**src/dual_irq_map.vh**
```
// Address map, field positions and reset values of the interrupt logic
`ifndef DUAL_IRQ_MAP_VH
`define DUAL_IRQ_MAP_VH

// =====================================================================
// Register addresses on the device bus
`define ADDR_GATED_CONDITION_FLAGS      4'h2
`define ADDR_CMD_A     4'h2
`define ADDR_DATA_A    4'h3
`define ADDR_INPUT_CHANGE_REGISTER      4'h4
`define ADDR_FLAGS     4'h5
`define ADDR_CMD_B     4'hA
`define ADDR_DATA_B    4'hB
`define ADDR_VECTOR    4'hC
`define ADDR_CT_START  4'hE
`define ADDR_CT_STOP   4'hF

// =====================================================================
// Bit positions in the condition flags and the mask
`define BIT_TXR_A      0
`define BIT_RX_A       1
`define BIT_BRK_A      2
`define BIT_CTR        3
`define BIT_TXR_B      4
`define BIT_RX_B       5
`define BIT_BRK_B      6
`define BIT_INCHG      7

// =====================================================================
// Command codes in the upper nibble of a command write
`define CMD_FIELD_HI   7
`define CMD_FIELD_LO   4
`define CMD_RST_BRK    4'h5
`define CMD_SET_VECT   4'hC

// =====================================================================
// Reset values
`define MASK_RST       8'h00
`define VECTOR_RST     8'h0F
`define RDATA_RST      8'h00

`endif

```
**src/chan_irq_flags.v**
```verilog
// Per-channel transmit-ready, receive and break-change flags
`timescale 1ns/1ps
module chan_irq_flags (
   input  wire clock_i,
   input  wire nrst_i,
   input  wire tx_enable_i,
   input  wire thr_write_i,
   input  wire tx_taken_i,
   input  wire rx_push_i,
   input  wire rx_full_i,
   input  wire rx_nonempty_i,
   input  wire rx_pop_i,
   input  wire ffull_sel_i,
   input  wire brk_change_i,
   input  wire brk_clear_i,
   output reg  tx_ready_o,
   output reg  tx_send_o,
   output reg  rx_flag_o,
   output reg  brk_flag_o
);

   reg en_d;
   reg refill;
   reg next_ready;

   // Transmit-ready follows enable, writes and shifter loads
   always @* begin
      if (!tx_enable_i)
         next_ready = 1'b0;
      else if (!en_d)
         next_ready = 1'b1;
      else if (tx_taken_i)
         next_ready = 1'b1;
      else if (thr_write_i)
         next_ready = 1'b0;
      else
         next_ready = tx_ready_o;
   end

   // Held character goes out only while enabled
   always @(posedge clock_i or negedge nrst_i) begin
      if (!nrst_i) begin
         en_d       <= 1'b0;
         tx_ready_o <= 1'b0;
         tx_send_o  <= 1'b0;
      end else begin
         en_d       <= tx_enable_i;
         tx_ready_o <= next_ready;
         tx_send_o  <= tx_enable_i & en_d & ~next_ready;
      end
   end

   // Receive flag: ready or full function, set wins over pop
   always @(posedge clock_i or negedge nrst_i) begin
      if (!nrst_i) begin
         rx_flag_o <= 1'b0;
         refill    <= 1'b0;
      end else begin
         refill <= rx_pop_i;
         if (rx_push_i && (!ffull_sel_i || rx_full_i))
            rx_flag_o <= 1'b1;
         else if (refill && !ffull_sel_i && rx_nonempty_i)
            rx_flag_o <= 1'b1;
         else if (rx_pop_i)
            rx_flag_o <= 1'b0;
      end
   end

   // Break-change flag, cleared only by its command
   always @(posedge clock_i or negedge nrst_i) begin
      if (!nrst_i)
         brk_flag_o <= 1'b0;
      else if (brk_change_i)
         brk_flag_o <= 1'b1;
      else if (brk_clear_i)
         brk_flag_o <= 1'b0;
   end

endmodule // chan_irq_flags

```
**src/ctr_ready_flag.v**
```verilog
// Counter/timer ready flag and stop handling
`timescale 1ns/1ps
module ctr_ready_flag (
   input  wire clock_i,
   input  wire nrst_i,
   input  wire timer_mode_i,
   input  wire period_tick_i,
   input  wire terminal_i,
   input  wire stop_cmd_i,
   output reg  flag_o,
   output reg  halt_o
);

   wire set_ev;

   // Period tick in timer mode, terminal count in counter mode
   assign set_ev = timer_mode_i ? period_tick_i : terminal_i;

   // Stop clears the flag; only counter mode halts the count
   always @(posedge clock_i or negedge nrst_i) begin
      if (!nrst_i) begin
         flag_o <= 1'b0;
         halt_o <= 1'b0;
      end else begin
         halt_o <= stop_cmd_i & ~timer_mode_i;
         if (set_ev)
            flag_o <= 1'b1;
         else if (stop_cmd_i)
            flag_o <= 1'b0;
      end
   end

endmodule // ctr_ready_flag

```
**src/dual_uart_interrupt_logic.v**
```verilog
// Interrupt flags, mask, vector and acknowledge logic of a dual UART
`timescale 1ns/1ps
`include "dual_irq_map.vh"
module dual_uart_interrupt_logic (
   input  wire       clock_i,
   input  wire       nrst_i,
   input  wire [3:0] addr_i,
   input  wire [7:0] wdata_i,
   input  wire       rd_i,
   input  wire       wr_i,
   input  wire       iack_i,
   input  wire       iei_i,
   input  wire       tx_enable_a_i,
   input  wire       tx_enable_b_i,
   input  wire       tx_taken_a_i,
   input  wire       tx_taken_b_i,
   input  wire       rx_push_a_i,
   input  wire       rx_push_b_i,
   input  wire       rx_full_a_i,
   input  wire       rx_full_b_i,
   input  wire       rx_nonempty_a_i,
   input  wire       rx_nonempty_b_i,
   input  wire       ffull_sel_a_i,
   input  wire       ffull_sel_b_i,
   input  wire       break_change_a_i,
   input  wire       break_change_b_i,
   input  wire       ct_timer_mode_i,
   input  wire       ct_period_tick_i,
   input  wire       ct_terminal_i,
   input  wire       input_change_i,
   output reg  [7:0] rdata_o,
   output reg        rdata_oe_o,
   output reg        irq_n_o,
   output reg        ieo_o,
   output reg        vectored_mode_o,
   output wire       tx_hold_empty_a_o,
   output wire       tx_hold_empty_b_o,
   output wire       tx_send_a_o,
   output wire       tx_send_b_o,
   output reg        rx_pop_a_o,
   output reg        rx_pop_b_o,
   output reg        ct_start_o,
   output wire       ct_halt_o
);

   // ==================================================================
   // Storage and decode
   reg  [7:0] interrupt_enable_mask;
   reg  [7:0] vector_byte_register;
   reg        inchg_flag;
   reg        iei_s1;
   reg        iei_s2;
   wire [7:0] interrupt_condition_flags;
   wire [7:0] gated_condition_flags;
   wire [1:0] tx_ready;
   wire [1:0] tx_send;
   wire [1:0] rx_flag;
   wire [1:0] brk_flag;
   wire [1:0] thr_wr;
   wire [1:0] pop;
   wire [1:0] brk_clr;
   wire [1:0] cmd_wr;
   wire       ctr_flag;
   wire       pending;

   // True when a write carries the given upper-nibble command
   function cmd_is;
      input [7:0] data;
      input [3:0] code;
      begin
         cmd_is = (data[`CMD_FIELD_HI:`CMD_FIELD_LO] == code);
      end
   endfunction

   // Per-channel strobes
   assign thr_wr  = {wr_i & (addr_i == `ADDR_DATA_B),
                     wr_i & (addr_i == `ADDR_DATA_A)};
   assign pop     = {rd_i & (addr_i == `ADDR_DATA_B),
                     rd_i & (addr_i == `ADDR_DATA_A)};
   assign cmd_wr  = {wr_i & (addr_i == `ADDR_CMD_B),
                     wr_i & (addr_i == `ADDR_CMD_A)};
   assign brk_clr = cmd_wr & {2{cmd_is(wdata_i, `CMD_RST_BRK)}};

   // ==================================================================
   // Channel flag blocks
   wire [1:0] tx_en_v = {tx_enable_b_i, tx_enable_a_i};
   wire [1:0] taken_v = {tx_taken_b_i, tx_taken_a_i};
   wire [1:0] push_v  = {rx_push_b_i, rx_push_a_i};
   wire [1:0] full_v  = {rx_full_b_i, rx_full_a_i};
   wire [1:0] nemp_v  = {rx_nonempty_b_i, rx_nonempty_a_i};
   wire [1:0] fsel_v  = {ffull_sel_b_i, ffull_sel_a_i};
   wire [1:0] bchg_v  = {break_change_b_i, break_change_a_i};

   genvar ch;
   generate
      for (ch = 0; ch < 2; ch = ch + 1) begin : g_chan
         chan_irq_flags u_chan (
            .clock_i       (clock_i),
            .nrst_i        (nrst_i),
            .tx_enable_i   (tx_en_v[ch]),
            .thr_write_i   (thr_wr[ch]),
            .tx_taken_i    (taken_v[ch]),
            .rx_push_i     (push_v[ch]),
            .rx_full_i     (full_v[ch]),
            .rx_nonempty_i (nemp_v[ch]),
            .rx_pop_i      (pop[ch]),
            .ffull_sel_i   (fsel_v[ch]),
            .brk_change_i  (bchg_v[ch]),
            .brk_clear_i   (brk_clr[ch]),
            .tx_ready_o    (tx_ready[ch]),
            .tx_send_o     (tx_send[ch]),
            .rx_flag_o     (rx_flag[ch]),
            .brk_flag_o    (brk_flag[ch])
         );
      end
   endgenerate

   assign tx_hold_empty_a_o = tx_ready[0];
   assign tx_hold_empty_b_o = tx_ready[1];
   assign tx_send_a_o       = tx_send[0];
   assign tx_send_b_o       = tx_send[1];

   // ==================================================================
   // Counter/timer ready
   ctr_ready_flag u_ctr (
      .clock_i       (clock_i),
      .nrst_i        (nrst_i),
      .timer_mode_i  (ct_timer_mode_i),
      .period_tick_i (ct_period_tick_i),
      .terminal_i    (ct_terminal_i),
      .stop_cmd_i    (rd_i & (addr_i == `ADDR_CT_STOP)),
      .flag_o        (ctr_flag),
      .halt_o        (ct_halt_o)
   );

   // ==================================================================
   // Flag assembly; raw flags independent of the mask, gated flags and pending masked
   assign interrupt_condition_flags = {
      inchg_flag, brk_flag[1], rx_flag[1], tx_ready[1],
      ctr_flag,   brk_flag[0], rx_flag[0], tx_ready[0]};
   assign gated_condition_flags =
      interrupt_condition_flags & interrupt_enable_mask;
   assign pending = |gated_condition_flags;

   // Input-change flag, set wins over the read clear
   always @(posedge clock_i or negedge nrst_i) begin
      if (!nrst_i)
         inchg_flag <= 1'b0;
      else if (input_change_i)
         inchg_flag <= 1'b1;
      else if (rd_i && addr_i == `ADDR_INPUT_CHANGE_REGISTER)
         inchg_flag <= 1'b0;
   end

   // ==================================================================
   // Mask, vector byte and mode
   always @(posedge clock_i or negedge nrst_i) begin
      if (!nrst_i) begin
         interrupt_enable_mask <= `MASK_RST;
         vector_byte_register  <= `VECTOR_RST;
         vectored_mode_o       <= 1'b0;
      end else begin
         if (wr_i && addr_i == `ADDR_FLAGS)
            interrupt_enable_mask <= wdata_i;
         if (wr_i && addr_i == `ADDR_VECTOR)
            vector_byte_register <= wdata_i;
         if (|cmd_wr && cmd_is(wdata_i, `CMD_SET_VECT))
            vectored_mode_o <= 1'b1;
      end
   end

   // ==================================================================
   // Daisy-chain enable input, two-stage synchroniser
   always @(posedge clock_i or negedge nrst_i) begin
      if (!nrst_i) begin
         iei_s1 <= 1'b0;
         iei_s2 <= 1'b0;
      end else begin
         iei_s1 <= iei_i;
         iei_s2 <= iei_s1;
      end
   end

   // Request and chain outputs
   always @(posedge clock_i or negedge nrst_i) begin
      if (!nrst_i) begin
         irq_n_o <= 1'b1;
         ieo_o   <= 1'b0;
      end else begin
         irq_n_o <= ~pending;
         ieo_o   <= iei_s2 & ~(vectored_mode_o & pending);
      end
   end

   // ==================================================================
   // Read data, acknowledge answer and address-triggered strobes
   always @(posedge clock_i or negedge nrst_i) begin
      if (!nrst_i) begin
         rdata_o    <= `RDATA_RST;
         rdata_oe_o <= 1'b0;
         rx_pop_a_o <= 1'b0;
         rx_pop_b_o <= 1'b0;
         ct_start_o <= 1'b0;
      end else begin
         rx_pop_a_o <= pop[0];
         rx_pop_b_o <= pop[1];
         ct_start_o <= rd_i & (addr_i == `ADDR_CT_START);
         rdata_oe_o <= 1'b0;
         rdata_o    <= `RDATA_RST;
         if (iack_i) begin
            if (vectored_mode_o && iei_s2 && pending) begin
               rdata_o    <= vector_byte_register;
               rdata_oe_o <= 1'b1;
            end
         end else if (rd_i) begin
            case (addr_i)
               `ADDR_FLAGS: begin
                  rdata_o    <= interrupt_condition_flags;
                  rdata_oe_o <= 1'b1;
               end
               `ADDR_GATED_CONDITION_FLAGS: begin
                  rdata_o    <= gated_condition_flags;
                  rdata_oe_o <= 1'b1;
               end
               `ADDR_VECTOR: begin
                  rdata_o    <= vector_byte_register;
                  rdata_oe_o <= 1'b1;
               end
               default: begin
                  rdata_oe_o <= 1'b0;
               end
            endcase
         end
      end
   end

endmodule // dual_uart_interrupt_logic

```
**config.mk**
```make
export PLATFORM = sky130hd
export DESIGN_NAME = dual_uart_interrupt_logic
export DESIGN_NICKNAME = d
export VERILOG_FILES = /design/src/chan_irq_flags.v /design/src/ctr_ready_flag.v /design/src/dual_uart_interrupt_logic.v
export VERILOG_INCLUDE_DIRS = /design/src
export SDC_FILE = /design/constraint.sdc
export NUM_CORES = 1
export LEC_CHECK = 0
export BUFFER_PORTS_ARGS = -buffer_cell sky130_fd_sc_hd__buf_2
export CAP_MARGIN = 20
export CORE_MARGIN = 1.5
export CORE_UTILIZATION = 23
export DETAILED_ROUTE_END_ITERATION = 6
export RECOVER_POWER = 100
export SLEW_MARGIN = 20
export SYNTH_ARGS = -nofsm -noshare
export SYNTH_HDL_FRONTEND = slang
export SYNTH_HIERARCHICAL = 1
export SYNTH_SLANG_ARGS = --single-unit
```
**constraint.sdc**
```tcl
create_clock -name clock_i -period 2.5 [get_ports clock_i]
set_input_delay 0.125 -clock clock_i [delete_from_list [all_inputs] [get_ports clock_i]]
set_output_delay 0.125 -clock clock_i [all_outputs]
set_load 0.01 [all_outputs]
```
==> results by group <==
Power
  – Static Leakage: 1.18 nW
  – PD cells: 622 nW/um2
  – Tot Pwr: 1.65 mW
  – Peak VDD IR: 0.206 mV

Die
  – Core area: 9280 um2
  – Die Ht: 101 um
  – Die width: 101 um
  – Initial Utilization: 0.238
  – Floorplan row count: 35
  – I/O pin cnt: 56
  – Die ar.: 10200 um2

Placement
  – Port Buffers: 55
  – GPL Wtd Cong: 0.760
  – Post-DP HPWL: 3870 um
  – Worst slack, placed: 0.842 ns
  – Cell Area, Placed: 2600 um2

Logic synthesis
  – Most used flip-flop cell after synthesis: dfrtp_1
  – Mapped Nets: 212
  – Synth Instances: 176
  – Post-synth EDFFs: 0
  – Yosys cell types: 42
  – Cell Area, Synth: 2210 um2
  – Yosys reg bits: 48
  – Simple-gate portion of the synthesized area: 0.163
  – Post-Synth XOR/XNOR Area: 0
  – Seq/Total Area, Yosys: 0.546
  – FFs w/ async S/R, synth: 1.00
  – Largest family of logic cells by synthesized area: simple AND/OR/NAND/NOR gates
  – Mapped Avg Cell Area: 12.6 um2
  – Post-synthesis adder-cell area fraction: 0
  – Post-synthesis compound-gate area fraction: 0.133
  – Syn. warnings: 6
  – Mux cell area share after synthesis: 0.0995

Clocking
  – Root Buffer: clkbuf_8
  – CTS tree: yes
  – Clock slew at reported path FFs: 0.08 ns
  – CTS resizes: 0
  – CTS max path bufs: 2
  – Worst skew pair latency: 0.30 ns
  – H-tree levels: 2
  – Num CTS Buffers: 5
  – Clk sinks: 48

Critical path
  – Worst Setup SP: g_chan[1].u_chan/brk_flag_o
  – Max FO, Critical Path: 9
  – Reg2reg path depth: 3
  – R2R Setup Slk: 0.63 ns
  – Req. time, crit path: 2.65 ns
  – Critical Path End Type: flop
  – Worst reg2reg path startpoint: g_chan[1].u_chan/brk_flag_o
  – Crit path launch type: flop
  – Reg2reg end: rdata_o[5]
  – Crit path to: rdata_o[5]
  – Worst Setup Path Type: reg2reg
  – Crit path DAT: 2.02 ns

Global route
  – Largest net degree at the start of global routing: 49
  – Number of global-route vias before repair: 1675
  – Initial antenna violation count: 0
  – Global route total overflow: 0
  – GRT Total Usage: 0.108
  – Global-route wire length before repair: 8610 um

Routing
  – Final wirelength: 5280 um
  – Pre-antenna DRT Iters: 4
  – Final ANT Viol Nets: 0
  – Post-DR vias/cell: 4.39
  – # DRC: 0
  – 1st-iter DRT viols: 101
  – Via count: 1607
  – DR WL/cell: 14.4 um

Timing
  – Hold Vio Cnt, Final: 0
  – Fin. max-slew vios: 0
  – Clock tree skew after final layout: 0.00476 ns
  – Max Clk Rate: 534 MHz
  – Post-route setup slack: 0.627 ns
  – Worst rel slew slack: 0.199
  – RSZ-0062 raised after global routing: no
  – Final setup fails: 0
  – TNS Setup: 0 ns
  – Slew @ Worst Pin: 1.20 ns
  – Period minus WS final: 1.87 ns
  – Tcrit/Tclk final: 0.749

Finish
  – Post-route cell area: 2650 um2
  – Utilization after layout: 0.286
  – Fraction of layout cells with a size suffix above 1: 0.236
  – Most frequent cells in the layout: dfrtp_1, buf_2, clkbuf_1, inv_1, nand3_1
  – Area Overhead vs Synth: 19.9%
  – Commonest non-fill, non-tap cell in the layout: dfrtp_1
  – ANT cells: 0
  – Fin nets: 272

Flow run
  – Max Cap Viol: 0

Status
  – Status: completed

Worst hold path
  – Hold crit path type: in2reg
==> cell usage after synthesis, drive strengths merged, types with 2 or more instances <==
cell / count / area [um2]
dfrtp: 43 / 1080
inv: 18 / 67.6
a22o: 4 / 35.0
a21o: 3 / 22.5
clkbuf: 2 / 7.51
and3: 2 / 12.5
a21oi: 2 / 10.0
a32oi: 8 / 70.1
buf: 7 / 55.1
nor3b: 2 / 15.0
and4b: 8 / 80.1
a31oi: 2 / 12.5
o22ai: 2 / 12.5
nor3: 3 / 15.0
and4: 2 / 17.5
nand2: 3 / 18.8
mux2: 16 / 210
nand3: 11 / 55.1
dfstp: 5 / 131
nand2b: 3 / 33.8
nor4bb: 2 / 20.0
o211ai: 8 / 60.1
a21boi: 2 / 15.0
nor2: 5 / 18.8
==> report_power, final <==
| part | switching (mW) | total, mW | internal, mW |
|---|---|---|---|
| registers | 0.0606 | 0.933 | 0.872 |
| logic | 0.124 | 0.243 | 0.119 |
| clock network | 0.250 | 0.476 | 0.226 |
| total | 0.434 | 1.65 | 1.22 |
==> timing repair <==
action	in CTS	in global routing
setup buffers	0	0
endpoints found under the hold margin	4	43
hold buffers	4	1
==> layer usage <==
metal	share of wire	wire, um	up-vias	track usage
li1	-	-	770	-
met2	0.46	2410	41	0.171
met1	0.47	2470	787	0.143
met3	0.059	312	9	0.0340
met5	0	0	-	0
met4	0.016	87	0	0.0321
==> worst max-delay path: stages (launching register included) <==
cell and delay (ns):
dfrtp_1 0.41, a22o_1 0.28, o41ai_2 0.87, o211ai_1 0.16
==> worst min-delay path by stage <==
stage | start | to | slack, ns | cells after the start
global placement | iei_i | iei_s1 | 0.24 | 1
CTS | break_change_a_i | g_chan[0].u_chan/brk_flag_o | 0.01 | 2
finish | break_change_a_i | g_chan[0].u_chan/brk_flag_o | 0.01 | 2
detailed placement | iei_i | iei_s1 | 0.24 | 1
floorplan | nrst_i | ct_start_o | -0.17 | 0
global route | break_change_a_i | g_chan[0].u_chan/brk_flag_o | 0.001 | 2
==> kinds of logic (layout without fill, tap and decap cells) <==
| kind of cell | Yosys count | in the layout |
|---|---|---|
| buf+inv | 27 | 88 |
| flops | 48 | 48 |
| compound gates | 36 | 36 |
| simple gates | 48 | 48 |
| mux | 17 | 17 |
==> flip-flops by register name, summed over array words and instances (netlist names), 2 cells and up <==
signal,flops
vector_byte_register,8
g_chan.u_chan/tx_ready_o,2
g_chan.u_chan/refill,2
g_chan.u_chan/rx_flag_o,2
g_chan.u_chan/en_d,2
interrupt_enable_mask,8
g_chan.u_chan/tx_send_o,2
rdata_o,8
g_chan.u_chan/brk_flag_o,2
==> metrics by stage <==
| step | hold slack (ns) | cells |
|---|---|---|
| 2_1_floorplan | -0.171 | 176 |
| 3_3_place_gp | 0.237 | 353 |
| 3_5_place_dp | 0.238 | 353 |
| 4_1_cts | 0.0113 | 365 |
| 5_1_grt | 0.00129 | 366 |
| 6_report | 0.0109 | 366 |
==> area by class of cell <==
| type | instances | area, um2 |
|---|---|---|
| fillers | 1028 | 6630 |
| multi-input cells | 101 | 818 |
| well taps | 129 | 161 |
| flip-flops and latches | 48 | 1210 |
| repair buffers | 62 | 309 |
| inverters | 18 | 67.6 |
| clock buffers | 8 | 90.1 |
Note: power is estimated with default switching activity, not from simulation.
